## src/common/ovp_map.svh

```systemverilog
// Register codes, field positions, reset values and timing counts for the input over-voltage block
`ifndef OVP_MAP_SVH
`define OVP_MAP_SVH

// ****************************************
// Command codes
// ****************************************
`define OVP_CODE_LIMIT 8'h55
`define OVP_CODE_RESP 8'h56

// ****************************************
// Response byte fields
// ****************************************
`define OVP_MODE_HI 7
`define OVP_MODE_LO 6
`define OVP_RETRY_HI 5
`define OVP_RETRY_LO 3
`define OVP_DELAY_HI 2
`define OVP_DELAY_LO 0
`define OVP_RETRY_NONE 3'h0
`define OVP_RETRY_ENDLESS 3'h7

// ****************************************
// Reset values
// ****************************************
`define OVP_LIMIT_RESET 16'h7BFF
`define OVP_RESP_RESET 8'hC0

// ****************************************
// Timing
// ****************************************
`define OVP_CLK_PERIOD_NS 25
`define OVP_UNIT_TIME_NS 1000
`define OVP_UNIT_CYCLES ((`OVP_UNIT_TIME_NS + `OVP_CLK_PERIOD_NS - 1) / `OVP_CLK_PERIOD_NS)

`endif

```

## src/common/ovp_pkg.sv

```systemverilog
// Types shared by the input over-voltage fault block
package ovp_pkg;

   typedef enum logic [2:0] {
      ST_OFF,
      ST_RUN,
      ST_DELAY,
      ST_WAIT,
      ST_LATCHED
   } ovp_state_t;

   typedef enum logic [1:0] {
      MODE_IGNORE = 2'h0,
      MODE_DELAY = 2'h1,
      MODE_RETRY = 2'h2,
      MODE_LATCH = 2'h3
   } ovp_mode_t;

   typedef struct packed {
      ovp_state_t state;
      logic [15:0] limit;
      logic [7:0] resp;
      logic [31:0] tmr;
      logic [2:0] tries;
      logic fault_flag;
      logic out_en;
      logic [15:0] rd_data;
      logic rd_valid;
      logic cmd_err;
   } ovp_regs_t;

   // Delay code to time units; code 1 is not defined and is served as one unit
   function automatic logic [7:0] delay_units(input logic [2:0] code);
      logic [7:0] u;
      u = 8'h01;
      case (code)
         3'h2: u = 8'h02;
         3'h3: u = 8'h08;
         3'h4: u = 8'h10;
         3'h5: u = 8'h20;
         3'h6: u = 8'h40;
         3'h7: u = 8'h80;
         default: u = 8'h01;
      endcase
      return u;
   endfunction

endpackage

```

## src/common/lin_cmp_if.sv

```systemverilog
// Linear-format compare request and result between the fault controller and its comparator
`timescale 1ns/1ps
interface lin_cmp_if;
   logic [15:0] sample;
   logic [15:0] limit;
   logic above;
   modport cmp (input sample, input limit, output above);
   modport user (output sample, output limit, input above);
endinterface

```

## src/hdl/lin_compare.sv

```systemverilog
// Comparator of two linear-format words: five-bit exponent over an eleven-bit mantissa
`timescale 1ns/1ps
module lin_compare (
   lin_cmp_if.cmp cmp
);
   import ovp_pkg::*;

   // Both words scaled by 2^16 so every exponent gives a left shift
   function automatic logic signed [43:0] scale(input logic [15:0] w);
      logic [4:0] sh;
      logic [43:0] m;
      sh = {~w[15], w[14:11]};
      m = {{33{w[10]}}, w[10:0]};
      return $signed(m << sh);
   endfunction

   assign cmp.above = scale(cmp.sample) > scale(cmp.limit);

endmodule

```

## src/hdl/ovp_fault_ctrl.sv

```systemverilog
// Input over-voltage limit, response byte and fault response sequencer
`timescale 1ns/1ps
`include "ovp_map.svh"
module ovp_fault_ctrl #(
   parameter int UNIT_CYCLES = `OVP_UNIT_CYCLES
) (
   input wire logic sys_clk,
   input wire logic rst,
   input wire logic cmd_valid,
   input wire logic cmd_write,
   input wire logic [7:0] cmd_code,
   input wire logic [15:0] cmd_wdata,
   input wire logic clear_faults,
   input wire logic clear_status,
   input wire logic ctrl_pin_on,
   input wire logic op_on,
   input wire logic bias_ok,
   input wire logic other_fault,
   input wire logic [15:0] vin_meas,
   output logic [15:0] rd_data,
   output logic rd_valid,
   output logic cmd_err,
   output logic out_enable,
   output logic fault_flag,
   output ovp_pkg::ovp_state_t fault_state
);
   import ovp_pkg::*;

   // ****************************************
   // Parameter check
   // ****************************************
   // The delay timer must hold 128 units
   if (UNIT_CYCLES < 1 || UNIT_CYCLES > 16777215) begin : g_bad_unit
      $error("UNIT_CYCLES out of range");
   end

   ovp_regs_t q_reg;
   ovp_regs_t q_next;
   logic on_cmd;
   logic over;
   logic clr;
   logic [2:0] retry;
   ovp_mode_t mode;
   logic [31:0] reload;

   lin_cmp_if cmp_bus ();

   assign cmp_bus.sample = vin_meas;
   assign cmp_bus.limit = q_reg.limit;
   assign over = cmp_bus.above;

   lin_compare u_cmp (
      .cmp(cmp_bus.cmp)
   );

   // ****************************************
   // Next state
   // ****************************************
   always_comb begin
      q_next = q_reg;
      q_next.rd_valid = 1'b0;
      q_next.cmd_err = 1'b0;
      on_cmd = ctrl_pin_on & op_on;
      clr = clear_faults | clear_status;
      retry = q_reg.resp[`OVP_RETRY_HI:`OVP_RETRY_LO];
      mode = ovp_mode_t'(q_reg.resp[`OVP_MODE_HI:`OVP_MODE_LO]);
      reload = 32'(delay_units(q_reg.resp[`OVP_DELAY_HI:`OVP_DELAY_LO]) * UNIT_CYCLES - 1);

      // Host command port
      if (cmd_valid) begin
         case (cmd_code)
            `OVP_CODE_LIMIT: begin
               if (cmd_write) begin
                  q_next.limit = cmd_wdata;
               end else begin
                  q_next.rd_data = q_reg.limit;
                  q_next.rd_valid = 1'b1;
               end
            end
            `OVP_CODE_RESP: begin
               if (cmd_write) begin
                  q_next.resp = cmd_wdata[7:0];
               end else begin
                  q_next.rd_data = {8'h00, q_reg.resp};
                  q_next.rd_valid = 1'b1;
               end
            end
            default: begin
               q_next.cmd_err = 1'b1;
            end
         endcase
      end

      // Status flag: detection wins over a clear in the same cycle
      if (clr) begin
         q_next.fault_flag = 1'b0;
      end
      if (over) begin
         q_next.fault_flag = 1'b1;
      end

      case (q_reg.state)
         ST_OFF: begin
            if (on_cmd) begin
               q_next.state = ST_RUN;
            end
         end
         ST_RUN: begin
            if (over) begin
               q_next.tries = 3'h0;
               q_next.tmr = reload;
               case (mode)
                  MODE_IGNORE: q_next.state = ST_RUN;
                  MODE_DELAY: q_next.state = ST_DELAY;
                  MODE_RETRY: begin
                     if (retry == `OVP_RETRY_NONE) begin
                        q_next.state = ST_LATCHED;
                     end else begin
                        q_next.state = ST_WAIT;
                     end
                  end
                  default: q_next.state = ST_LATCHED;
               endcase
            end
         end
         ST_DELAY: begin
            if (q_reg.tmr != 32'h0) begin
               q_next.tmr = q_reg.tmr - 32'h1;
            end else if (!over) begin
               q_next.state = ST_RUN;
            end else if (retry == `OVP_RETRY_NONE) begin
               q_next.state = ST_LATCHED;
            end else begin
               q_next.state = ST_WAIT;
               q_next.tmr = reload;
            end
         end
         ST_WAIT: begin
            // An attempt fails if the input is still over the limit when it starts
            if (q_reg.tmr != 32'h0) begin
               q_next.tmr = q_reg.tmr - 32'h1;
            end else if (!over) begin
               q_next.state = ST_RUN;
            end else if (retry != `OVP_RETRY_ENDLESS && 3'(q_reg.tries + 3'h1) == retry) begin
               q_next.state = ST_LATCHED;
            end else begin
               if (retry != `OVP_RETRY_ENDLESS) begin
                  q_next.tries = 3'(q_reg.tries + 3'h1);
               end
               q_next.tmr = reload;
            end
         end
         ST_LATCHED: begin
            if (clr) begin
               q_next.state = ST_OFF;
            end
         end
         default: begin
            q_next.state = ST_OFF;
         end
      endcase

      // Another fault ends any pending retry sequence
      if (other_fault && (q_reg.state == ST_WAIT || q_reg.state == ST_DELAY)) begin
         q_next.state = ST_LATCHED;
      end
      // Off command or bias loss always wins and forgets a latched fault
      if (!on_cmd || !bias_ok) begin
         q_next.state = ST_OFF;
      end
      q_next.out_en = (q_next.state == ST_RUN) || (q_next.state == ST_DELAY);
   end

   // ****************************************
   // State register
   // ****************************************
   always_ff @(posedge sys_clk) begin
      if (rst) begin
         q_reg <= '{state: ST_OFF, limit: `OVP_LIMIT_RESET, resp: `OVP_RESP_RESET, tmr: 32'h0,
                    tries: 3'h0, fault_flag: 1'b0, out_en: 1'b0, rd_data: 16'h0000,
                    rd_valid: 1'b0, cmd_err: 1'b0};
      end else begin
         q_reg <= q_next;
      end
   end

   assign rd_data = q_reg.rd_data;
   assign rd_valid = q_reg.rd_valid;
   assign cmd_err = q_reg.cmd_err;
   assign out_enable = q_reg.out_en;
   assign fault_flag = q_reg.fault_flag;
   assign fault_state = q_reg.state;

   // ****************************************
   // Checks
   // ****************************************
   logic run_ok;
   assign run_ok = ctrl_pin_on && op_on && bias_ok && !other_fault && !clear_faults && !clear_status;

   property p_limit_write;
      @(posedge sys_clk) disable iff (rst)
      (cmd_valid && cmd_write && cmd_code == `OVP_CODE_LIMIT) |=> (q_reg.limit == $past(cmd_wdata));
   endproperty
   a_limit_write: assert property (p_limit_write) else $error("limit word not stored");

   property p_resp_read;
      @(posedge sys_clk) disable iff (rst)
      (cmd_valid && !cmd_write && cmd_code == `OVP_CODE_RESP)
      |=> rd_valid && rd_data == {8'h00, $past(q_reg.resp)};
   endproperty
   a_resp_read: assert property (p_resp_read) else $error("response byte read wrong");

   property p_ignore;
      @(posedge sys_clk) disable iff (rst)
      (q_reg.state == ST_RUN && q_reg.resp[7:6] == 2'h0 && over && run_ok) |=> out_enable ##1 out_enable || !run_ok;
   endproperty
   a_ignore: assert property (p_ignore) else $error("output dropped while ignoring fault");

   property p_delay_runs;
      @(posedge sys_clk) disable iff (rst)
      (q_reg.state == ST_DELAY && q_reg.tmr != 32'h0 && run_ok) |=> out_enable && q_reg.state == ST_DELAY;
   endproperty
   a_delay_runs: assert property (p_delay_runs) else $error("output off during delay");

   property p_disable_now;
      @(posedge sys_clk) disable iff (rst)
      (q_reg.state == ST_RUN && q_reg.resp[7:6] == 2'h2 && q_reg.resp[5:3] != 3'h0 && over && run_ok)
      |=> !out_enable && q_reg.state == ST_WAIT;
   endproperty
   a_disable_now: assert property (p_disable_now) else $error("output not disabled on fault");

   property p_latched_off;
      @(posedge sys_clk) disable iff (rst)
      (q_reg.state == ST_LATCHED && !clear_faults && !clear_status && ctrl_pin_on && op_on)
      |=> !out_enable [*2];
   endproperty
   a_latched_off: assert property (p_latched_off) else $error("latched fault let output run");

   property p_clear;
      @(posedge sys_clk) disable iff (rst)
      (q_reg.state == ST_LATCHED && (clear_faults || clear_status)) |=> q_reg.state == ST_OFF;
   endproperty
   a_clear: assert property (p_clear) else $error("clear did not release latch");

   property p_off_on;
      @(posedge sys_clk) disable iff (rst)
      (!ctrl_pin_on || !op_on) ##1 (ctrl_pin_on && op_on && bias_ok) |=> q_reg.state == ST_RUN;
   endproperty
   a_off_on: assert property (p_off_on) else $error("off then on did not restart");

   property p_no_retry;
      @(posedge sys_clk) disable iff (rst)
      (q_reg.state == ST_RUN && q_reg.resp[7:6] == 2'h2 && q_reg.resp[5:3] == 3'h0 && over && run_ok)
      |=> q_reg.state == ST_LATCHED;
   endproperty
   a_no_retry: assert property (p_no_retry) else $error("restart tried with retry zero");

   property p_retry_limit;
      @(posedge sys_clk) disable iff (rst)
      (q_reg.state == ST_WAIT && q_reg.tmr == 32'h0 && over && run_ok && retry != 3'h7
       && 3'(q_reg.tries + 3'h1) == retry) |=> q_reg.state == ST_LATCHED;
   endproperty
   a_retry_limit: assert property (p_retry_limit) else $error("retry count not honoured");

   property p_interval;
      @(posedge sys_clk) disable iff (rst)
      (q_reg.state != ST_WAIT ##1 q_reg.state == ST_WAIT)
      |-> q_reg.tmr == 32'(delay_units($past(q_reg.resp[2:0])) * UNIT_CYCLES - 1);
   endproperty
   a_interval: assert property (p_interval) else $error("retry interval wrong");

   property p_endless;
      @(posedge sys_clk) disable iff (rst)
      (q_reg.state == ST_WAIT && q_reg.tmr == 32'h0 && over && run_ok && retry == 3'h7) |=> q_reg.state == ST_WAIT;
   endproperty
   a_endless: assert property (p_endless) else $error("endless retry stopped");

   property p_detect;
      @(posedge sys_clk) disable iff (rst)
      over |=> fault_flag;
   endproperty
   a_detect: assert property (p_detect) else $error("over-voltage not flagged");

endmodule

```

## config.mk

```make
export PLATFORM = sky130hd
export DESIGN_NAME = ovp_fault_ctrl
export DESIGN_NICKNAME = d
export VERILOG_FILES = /design/src/common/ovp_pkg.sv /design/src/common/lin_cmp_if.sv /design/src/hdl/lin_compare.sv /design/src/hdl/ovp_fault_ctrl.sv
export VERILOG_INCLUDE_DIRS = /design/src /design/src/common
export SDC_FILE = /design/constraint.sdc
export NUM_CORES = 1
export LEC_CHECK = 0
export ABC_AREA = 1
export BUFFER_PORTS_ARGS = -buffer_cell sky130_fd_sc_hd__buf_4
export CORE_AREA = 5 5 132 134
export DETAILED_ROUTE_END_ITERATION = 16
export DIE_AREA = 0 0 137 139
export PLACE_DENSITY = 0.66
export REMOVE_ABC_BUFFERS = 1
export SLEW_MARGIN = 5
export SYNTH_ARGS = -nofsm -noshare
export SYNTH_HDL_FRONTEND = slang
export SYNTH_HIERARCHICAL = 1
export SYNTH_SLANG_ARGS = --single-unit
```

## constraint.sdc

```tcl
create_clock -name sys_clk -period 5.55 [get_ports sys_clk]
set_clock_uncertainty 0.05 [all_clocks]
set_input_delay 0.555 -clock sys_clk [delete_from_list [all_inputs] [get_ports sys_clk]]
set_output_delay 0.555 -clock sys_clk [all_outputs]
set_load 0.03 [all_outputs]
```

* Word-level counts from Yosys, hierarchy flattened
Cells that the tools add are included.
Storage, ports and cells: bits in registers 82, input port bits 50, output and inout bits 23, word-level logic and storage cells 104
Cells by class: add/sub/neg operators 3, multiply operators 1, magnitude comparators 1, eq/ne operators 29, shifts and indexed selects 2, multiplexer cells 31, bitwise gates (word level) 5, reduce and logical (&&, ||, !) cells 22
Operators with widths (number):
- 32-bit 2-to-1 mux | 4
- 35-bit 2-to-1 mux | 3
- 32-bit case mux with 3 select lines | 1
- 44-bit by 5-bit << shifter with 44-bit output | 2
- 8-bit case mux with 6 select lines | 1
- 44-bit greater-than comparator | 1
- 3-bit 2-to-1 mux | 13
- 17-bit 2-to-1 mux | 2
- 17-bit case mux with 2 select lines | 1
- 32-bit nonzero test | 1
- 32-bit by 1-bit subtractor with 32-bit output (second input constant) | 1
- 8-bit by 7-bit == test with 1-bit output (second input constant) | 2
- 3-bit by 2-bit == test with 1-bit output (second input constant) | 5
- 3-bit == test (second input constant) | 5
- 3-bit != test (second input constant) | 5
- 3-bit case mux with 5 select lines | 1
- 14-bit by 1-bit subtractor with 15-bit output (second input constant) | 1
- 2-bit != test (second input constant) | 7
- 6-bit AND reduction | 2
- 8-bit by 3-bit multiplier with 11-bit output (second input constant) | 1
- 3-bit case mux with 3 select lines | 1
- 3-bit by 1-bit == test with 1-bit output (second input constant) | 2
- 3-bit zero test | 2
- 3-bit case mux with 2 select lines | 1
- 17 further kinds | 29

* Longest topological paths before layout
Gate-level depths: netlist (run 1).
depth in word-level cells 11, mapped depth 35, depth with buffers taken out 35

* By module
The synthesis (run 1) kept the hierarchy.
Modules (own cells, without submodules):
- ovp_fault_ctrl | times used 1, cells an instance 700, area an instance 4709.5 um^2, sequential area each 1641.6 um^2
- lin_compare | times used 1, cells an instance 578, area an instance 2905.3 um^2, sequential area each 0.0 um^2

* Least setup slack after synthesis (run 1)
No wires, ideal clock.
path kind input-to-reg, from input vin_meas[11], to register q_reg[32] in the netlist's numbering, library setup time 70 ps, arrival time 3537 ps, required time 5430 ps, setup slack 1893 ps, cell stages on the path 30, buffers on the path 3, path through buf_6 > or2_1 > o21ai_2 > nand2_2 > a31oi_1 > nand2_1 > nand2_1 > o21ai_1 > ha_1 > nand2_1 > nand2_1 > nand2_1 > nand2_1 > nand2_1 > nand2_1 > a21oi_1 > nand2_1 > nor2_1 > nor2_1 > nor2_1 > inv_1 > nand3_1 > nand2_1 > inv_1 > o21ai_2 > nor2_2 > buf_6 > buf_6 > o21ai_1 > a21oi_1
On the way: word-level cells in the longest chain between the ends 4, elaborated cells on any way between the ends 6, those cells by class order compare (1); eq/ne (3); shift (1); reduce/logical (1)
Ends and longest elaborated chain:
- from (decl) | RTL line ovp_fault_ctrl.sv:19 | input wire logic [15:0] vin_meas,
- 44-bit by 5-bit << shifter with 44-bit output * | RTL line lin_compare.sv:14 | return $signed(m << sh);
- 44-bit greater-than comparator * | RTL line lin_compare.sv:17 | assign cmp.above = scale(cmp.sample) > scale(cmp.limit);
- named net cmp_bus.above | RTL line lin_cmp_if.sv:6 | logic above;
- 3-bit != test (no line) or 2-bit != test (tied branches)
- 6-bit AND reduction (no line) *
- to (signal assigned) | RTL line ovp_fault_ctrl.sv:179 | q_reg <= '{state: ST_OFF, limit: `OVP_LIMIT_RESET, resp: `OVP_RESP_RESET, tmr: 32'h0,
- to (signal assigned) | RTL line ovp_fault_ctrl.sv:183 | q_reg <= q_next;
- to (decl) | RTL line ovp_fault_ctrl.sv:37 | ovp_regs_t q_reg;
The timed path passes the listed nets; every way through them passes the cells marked *. A chain may end at the register's enable or synchronous reset.

* Final worst setup path (run 1)
from register q_reg, in the netlist cmp_bus.limit[12], to register q_reg[28] in the netlist's numbering
On the way: word-level cells in the longest chain between the ends 4, elaborated cells on any way between the ends 6, those cells by class order compare (1); eq/ne (3); shift (1); reduce/logical (1)
Ends and longest elaborated chain (RTL line):
- 44-bit by 5-bit << shifter with 44-bit output * | lin_compare.sv:14
- 44-bit greater-than comparator * | lin_compare.sv:17
- named net cmp_bus.above | lin_cmp_if.sv:6
- 3-bit != test (no line) or 2-bit != test (tied branches)
- 6-bit AND reduction (no line) *
Marks and branches as above.

==> out/qor.yml, run 1 <==
power:
  leakagePower_nw: 4.154
  ir_drop_mv: 0.2684
  p_per_area_nw_per_um2: 187.8
  power.share.clock: 0.437
  switching_share: 0.2769
  p_seq_frac: 0.376
  combPwrFrac: 0.188
  p_sw_w: 0.0004378
  p_int_w: 0.001143
worst_hold_path:
  worstHoldPathType: "input pin to register"
sta:
  fin_crit_sh: 0.8222
  min_period_ns: 4.563
  slew_headroom: 0.3000
  fin_tns_setup_ns: 0
  worstMarginPinSlew_ns: 1.044
  slew_violations: 0
  fmaxAchievable_mhz: 219.1
  rsz0062_at_grt: "no"
  finalHoldViolCount: 0
  setup_violations: 0
cells_and_area:
  mostFrequentLayoutCells: "nand2_1, nor2_1, nand3_1"
  syn2layout_area_growth_pct: 10.55
  final_nets: 1397
  final_common_cell: "nand2_1"
  instances_no_fill: 1522
  regArea_um2: 1642
  num-fill-cells: 1696
  largest_reg_flops: 41
  multi_input_area_um2: 5180
  diodes: 0
  drive_gt1_frac: 0.1022
clock_network:
  cts.reportedPaths.clkPinSlew_ns: 0.06
  htree_levels: 3
  cts-root-buf: "clkbuf_16"
  postCtsSetupRepairBufs: 0
  cts.path.max_buffers: 2
  postCtsResizedCells: 0
  cts_made_buffers: 9
  cts_tree: "built"
  clk_latency_ns: 0.34
  clkSinkCount: 82
  cts.hold.buffers_added: 0
yosys:
  synth_top_family_by_area: "simple AND/OR/NAND/NOR gates"
  syn_inst: 1278
  synthesis.area_um2: 7615
  yosysTopAreaCellShare: 0.2156
  synth_xor_area_frac: 0.03566
  synth_compound_area_frac: 0.1737
  muxShareOfSynthArea: 0.002629
  synth_area_leader_cell: "dfxtp_1"
  synthSimpleGateAreaFrac: 0.3851
  yosys_warnings: 6
  ys_seq_area_frac: 0.2156
  synthTopCellsByArea: "dfxtp_1, nand2_1, ha_1"
  synth_seq_cells: 82
  synth_adder_area_share: 0.08216
  synth_cell_types: 41
  syn_avg_cell_area_um2: 5.958
placed_design:
  place_inst: 1506
  place_congestion: 0.9086
  hpwlAfterDp_mm: 16.40
  portBuffers: 72
drt:
  wl_mm: 21.01
  num_vias: 8013
  drc: 0
  first_pass_iters: 6
  antenna_left: 0
  drt_iter0_drc: 478
  avgViaCountPerCell: 5.265
  post_drt_wl_per_cell_um: 13.80
global_routing:
  grtUsageTotal: 0.2195
  overflow: 0
  antenna_found_initial: 0
  grt_pass1_vias: 7222
  grt_pass1_wl_mm: 34.78
  grt_max_degree: 44
worst_setup_path:
  slowest_stage: "dfxtp_1"
  cp_max_fo: 25
  endpoint_kind: "register"
  crit_arrival_ns: 4.75
  cp.required_ns: 5.74
  start_kind: "register"
  slowest_delay_ns: 0.60
  critPathKind: "register to register"
  cp_common_cell: "nand2_1"
floorplanning:
  core_um2: 16170
  fp-row-count: 47
  die_height_um: 139
  initial_core_util: 0.4709
  num_io_pins: 73
  die_w_um: 137
  die-area_um2: 19040
outcome:
  status: "finished, final reports clean"
flow_run:
  cap_violations: 0
## cell type report
class / count / share of cell area
Clock buffer: 10 / 0.02720
Clock inverter: 6 / 0.01367
Inverter: 108 / 0.04831
Multi-Input combinational cell: 1020 / 0.6153
Sequential cell: 82 / 0.1950
Tap cell: 220 / 0.03270
Timing Repair Buffer: 76 / 0.06778
## power by group through the flow
| stage | clock [W] | sequential [W] | combinational (W) |
|---|---|---|---|
| detailed placement | 0 | 0.000607 | 0.000294 |
| floorplan | 0 | 0.000609 | 0.000190 |
| finish | 0.000691 | 0.000594 | 0.000297 |
| global route | 0.000732 | 0.000594 | 0.000336 |
| CTS | 0.000708 | 0.000594 | 0.000296 |
| global placement | 0 | 0.000607 | 0.000292 |
## routing by layer
| metal | part of all wire | wire [um] | global-route usage |
|---|---|---|---|
| met2 | 0.48 | 10010 | 0.3641 |
| met5 | 0 | 0 | 0 |
| met3 | 0.046 | 971 | 0.03520 |
| met1 | 0.46 | 9692 | 0.2957 |
| met4 | 0.016 | 336 | 0.05620 |
## worst paths after layout
kind,start,endpoint,slack (ns),depth (start not counted)
worst max-delay path,cmp_bus.limit[12],q_reg[28],0.99,26
worst min-delay path,cmd_wdata[13],cmp_bus.limit[13],0.38,3
worst max register to register,cmp_bus.limit[12],q_reg[28],0.99,26
worst min register to register,rd_data[12],rd_data[12],0.41,2
## synth_stat cells (all sizes together)
| cell | number |
|---|---|
| a31oi | 12 |
| o211ai | 10 |
| mux2i | 2 |
| nor3 | 16 |
| nand3 | 123 |
| o31ai | 1 |
| o21ai | 132 |
| and2 | 6 |
| conb | 1 |
| o211a | 1 |
| clkbuf | 32 |
| a21oi | 83 |
| xnor2 | 13 |
| inv | 106 |
| or2 | 12 |
| xor2 | 18 |
| nand4 | 9 |
| ha | 50 |
| buf | 37 |
| nand2 | 382 |
| dfxtp | 82 |
| nor4 | 2 |
| nor2 | 140 |
| a21o | 3 |
| and3 | 1 |
| clkinv | 2 |
| nand3b | 2 |
## per-stage QoR
stage	worst slack [ns]	hold slack (ns)	cell area [um2]	util	total power [W]
final	0.9867	0.3756	8418	0.5205	0.001581
after global routing	0.3488	0.3734	8418	0.5205	0.001661
after CTS	1.008	0.3661	8418	0.5205	0.001598
after detailed placement	0.9394	0.4037	8074	0.4993	0.0009009
after global placement	1.011	0.3844	8074	0.4993	0.0008992
after floorplan	1.367	0.3761	7228	-	0.0007992
## critical path: cells and delay by family (launching register included)
kind,cells,cell delay (ns)
AOI/OAI and AO/OA,5,0.73
adders and majority gates,1,0.34
buffers and inverters,4,0.79
DFF,1,0.60
and+or+nand+nor,16,1.94
## cell families after synthesis
| family | after synthesis |
|---|---|
| xor gates and xnor gates | 31 |
| muxes | 2 |
| buffers and inverters | 177 |
| adders and majority gates | 50 |
| other | 1 |
| AOI/OAI and AO/OA | 242 |
| and+or+nand+nor | 693 |
| DFF | 82 |
Note: power is estimated with default switching activity, not from simulation.
==> run 2: changes to the inputs <==
clock period = 4.6 ns   (was 5.55 ns; I/O delays follow)
==> out/qor.yml, run 2 (synthesis gave the netlist of run 1 again) <==
outcome:
  status: "finished, final reports clean"
flow_run:
  cap_violations: 0
drt:
  dr_wl_met2_mm: 10.14
  drt_iter0_drc: 540
  post_drt_wl_per_cell_um: 13.86
  num_vias: 8097
  first_pass_iters: 8
  antenna_left: 0
  drt-met1-wl_mm: 9.887
  wl_met3_um: 880
  top_layer: "met4"
  wl_mm: 21.21
  avgViaCountPerCell: 5.289
  drc: 0
cells_and_area:
  syn2layout_area_growth_pct: 11.62
  fin_area_um2: 8499
  multi_input_area_um2: 5185
  final_nets: 1406
  final_util: 0.5256
  drive_gt1_frac: 0.1107
  mostFrequentLayoutCells: "nand2_1, nor2_1, nand3_1"
  regArea_um2: 1645
  num-fill-cells: 1689
  final_common_cell: "nand2_1"
  largest_reg_flops: 41
global_routing:
  grt_max_degree: 44
  grt_pass1_wl_mm: 35.64
  grt_pass1_vias: 7522
  antenna_found_initial: 0
  overflow: 0
  grtUsageTotal: 0.2243
placed_design:
  place_congestion: 0.8789
  hpwlAfterDp_mm: 16.56
  portBuffers: 72
  place_area_um2: 8134
worst_setup_path:
  crit_arrival_ns: 4.25
  endpoint_kind: "register"
  reg2regPathDepth: 28
  worst_r2r_endpoint: "q_reg[35]"
  cp_max_fo: 19
  r2r_setup_slack_ns: 0.55
  cp.required_ns: 4.79
  slowest_stage: "dfxtp_4"
  cp_common_cell: "nand2_1"
  slowest_delay_ns: 0.42
  start_kind: "register"
  r2r_start: "cmp_bus.limit[11]"
  critPathKind: "register to register"
sta:
  slew_headroom: 0.4071
  finalHoldViolCount: 0
  worstMarginPinSlew_ns: 0.8867
  fin_tns_setup_ns: 0
  slew_violations: 0
  setup_violations: 0
  rsz0062_at_grt: "no"
  fmaxAchievable_mhz: 246.7
  hold_ws_ns: 0.2796
  min_period_ns: 4.054
  fin_crit_sh: 0.8812
clock_network:
  cts_tree: "built"
  htree_levels: 3
  cts.path.max_buffers: 2
  cts_made_buffers: 9
  clk_latency_ns: 0.35
  cts-root-buf: "clkbuf_16"
  cts.reportedPaths.clkPinSlew_ns: 0.06
  clkSinkCount: 82
  cts.hold.buffers_added: 0
worst_hold_path:
  worstHoldPathType: "input pin to register"
  hold_end: "cmp_bus.limit[14]"
  holdCritStartpoint: "cmd_wdata[14]"
  holdPathStages: 3
floorplanning:
  num_io_pins: 73
  initial_core_util: 0.4709
  die_w_um: 137
  die_height_um: 139
  die-area_um2: 19040
  fp-row-count: 47
  core_um2: 16170
power:
  p_per_area_nw_per_um2: 224.7
  fin_total_pwr_w: 0.001909
  ir_drop_mv: 0.1945
  leakagePower_nw: 4.199
## run 2: cell types whose count changed in the layout (fill, tap and decap cells not counted), moves of 2 or more
cell      before  now
nor2_1       134  132
clkinv_4       2    0
nor2_2         5    7
buf_4         76   84
## run 2: worst max path at each step
stage	start	end	cells past startpoint
3_3_place_gp	vin_meas[11]	q_reg[29]	28
3_5_place_dp	vin_meas[11]	q_reg[37]	28
4_1_cts	cmp_bus.limit[11]	q_reg[37]	27
2_1_floorplan	cmp_bus.limit[14]	q_reg[28]	21
6_report	cmp_bus.limit[11]	q_reg[35]	28
5_1_grt	cmp_bus.limit[11]	q_reg[35]	29
## run 2: metrics by stage
step                      setup slack, ns  cells
after global placement             0.1753   1514
after floorplan                    0.4172   1210
after detailed placement          0.05639   1514
final                              0.5464   1531
after CTS                          0.1203   1529
after global routing              0.01276   1530
## run 2: cell type report
cell class / instances / area share
Timing Repair Buffer: 85 / 0.07552
Clock buffer: 10 / 0.02812
Antenna cell: 1 / 0.0002944
Sequential cell: 82 / 0.1936
Multi-Input combinational cell: 1020 / 0.6100
Clock inverter: 5 / 0.01207
Tap cell: 220 / 0.03239
Inverter: 108 / 0.04799
## run 2: per-layer routing
layer / GRT usage / vias up
li1: - / 4236
met1: 0.3043 / 3671
met3: 0.03882 / 29
met4: 0.05200 / 0
met2: 0.3700 / 161
met5: 0 / -
## run 2: worst max-delay path, delay by kind of cell (launching register included)
kind	cells	cell delay (ns)
buffers and inverters	5	0.58
flip-flops	1	0.42
AND/OR/NAND/NOR	17	1.91
AO/OA/AOI/OAI	5	0.68
adder cells (fa/ha/maj)	1	0.30
## run 2: timing repair
action                                  4_1_cts  5_1_grt
gates resized for setup                       0        6
endpoints found under the setup margin        0       39
buffers inserted                              0        1
## run 2: power by group
group	total (W)	internal, W	switching [W]	leakage [nW]
logic	0.000360	0.000135	0.000225	3.37
clock network	0.000833	0.000541	0.000292	0.165
registers	0.000716	0.000713	0.00000314	0.662
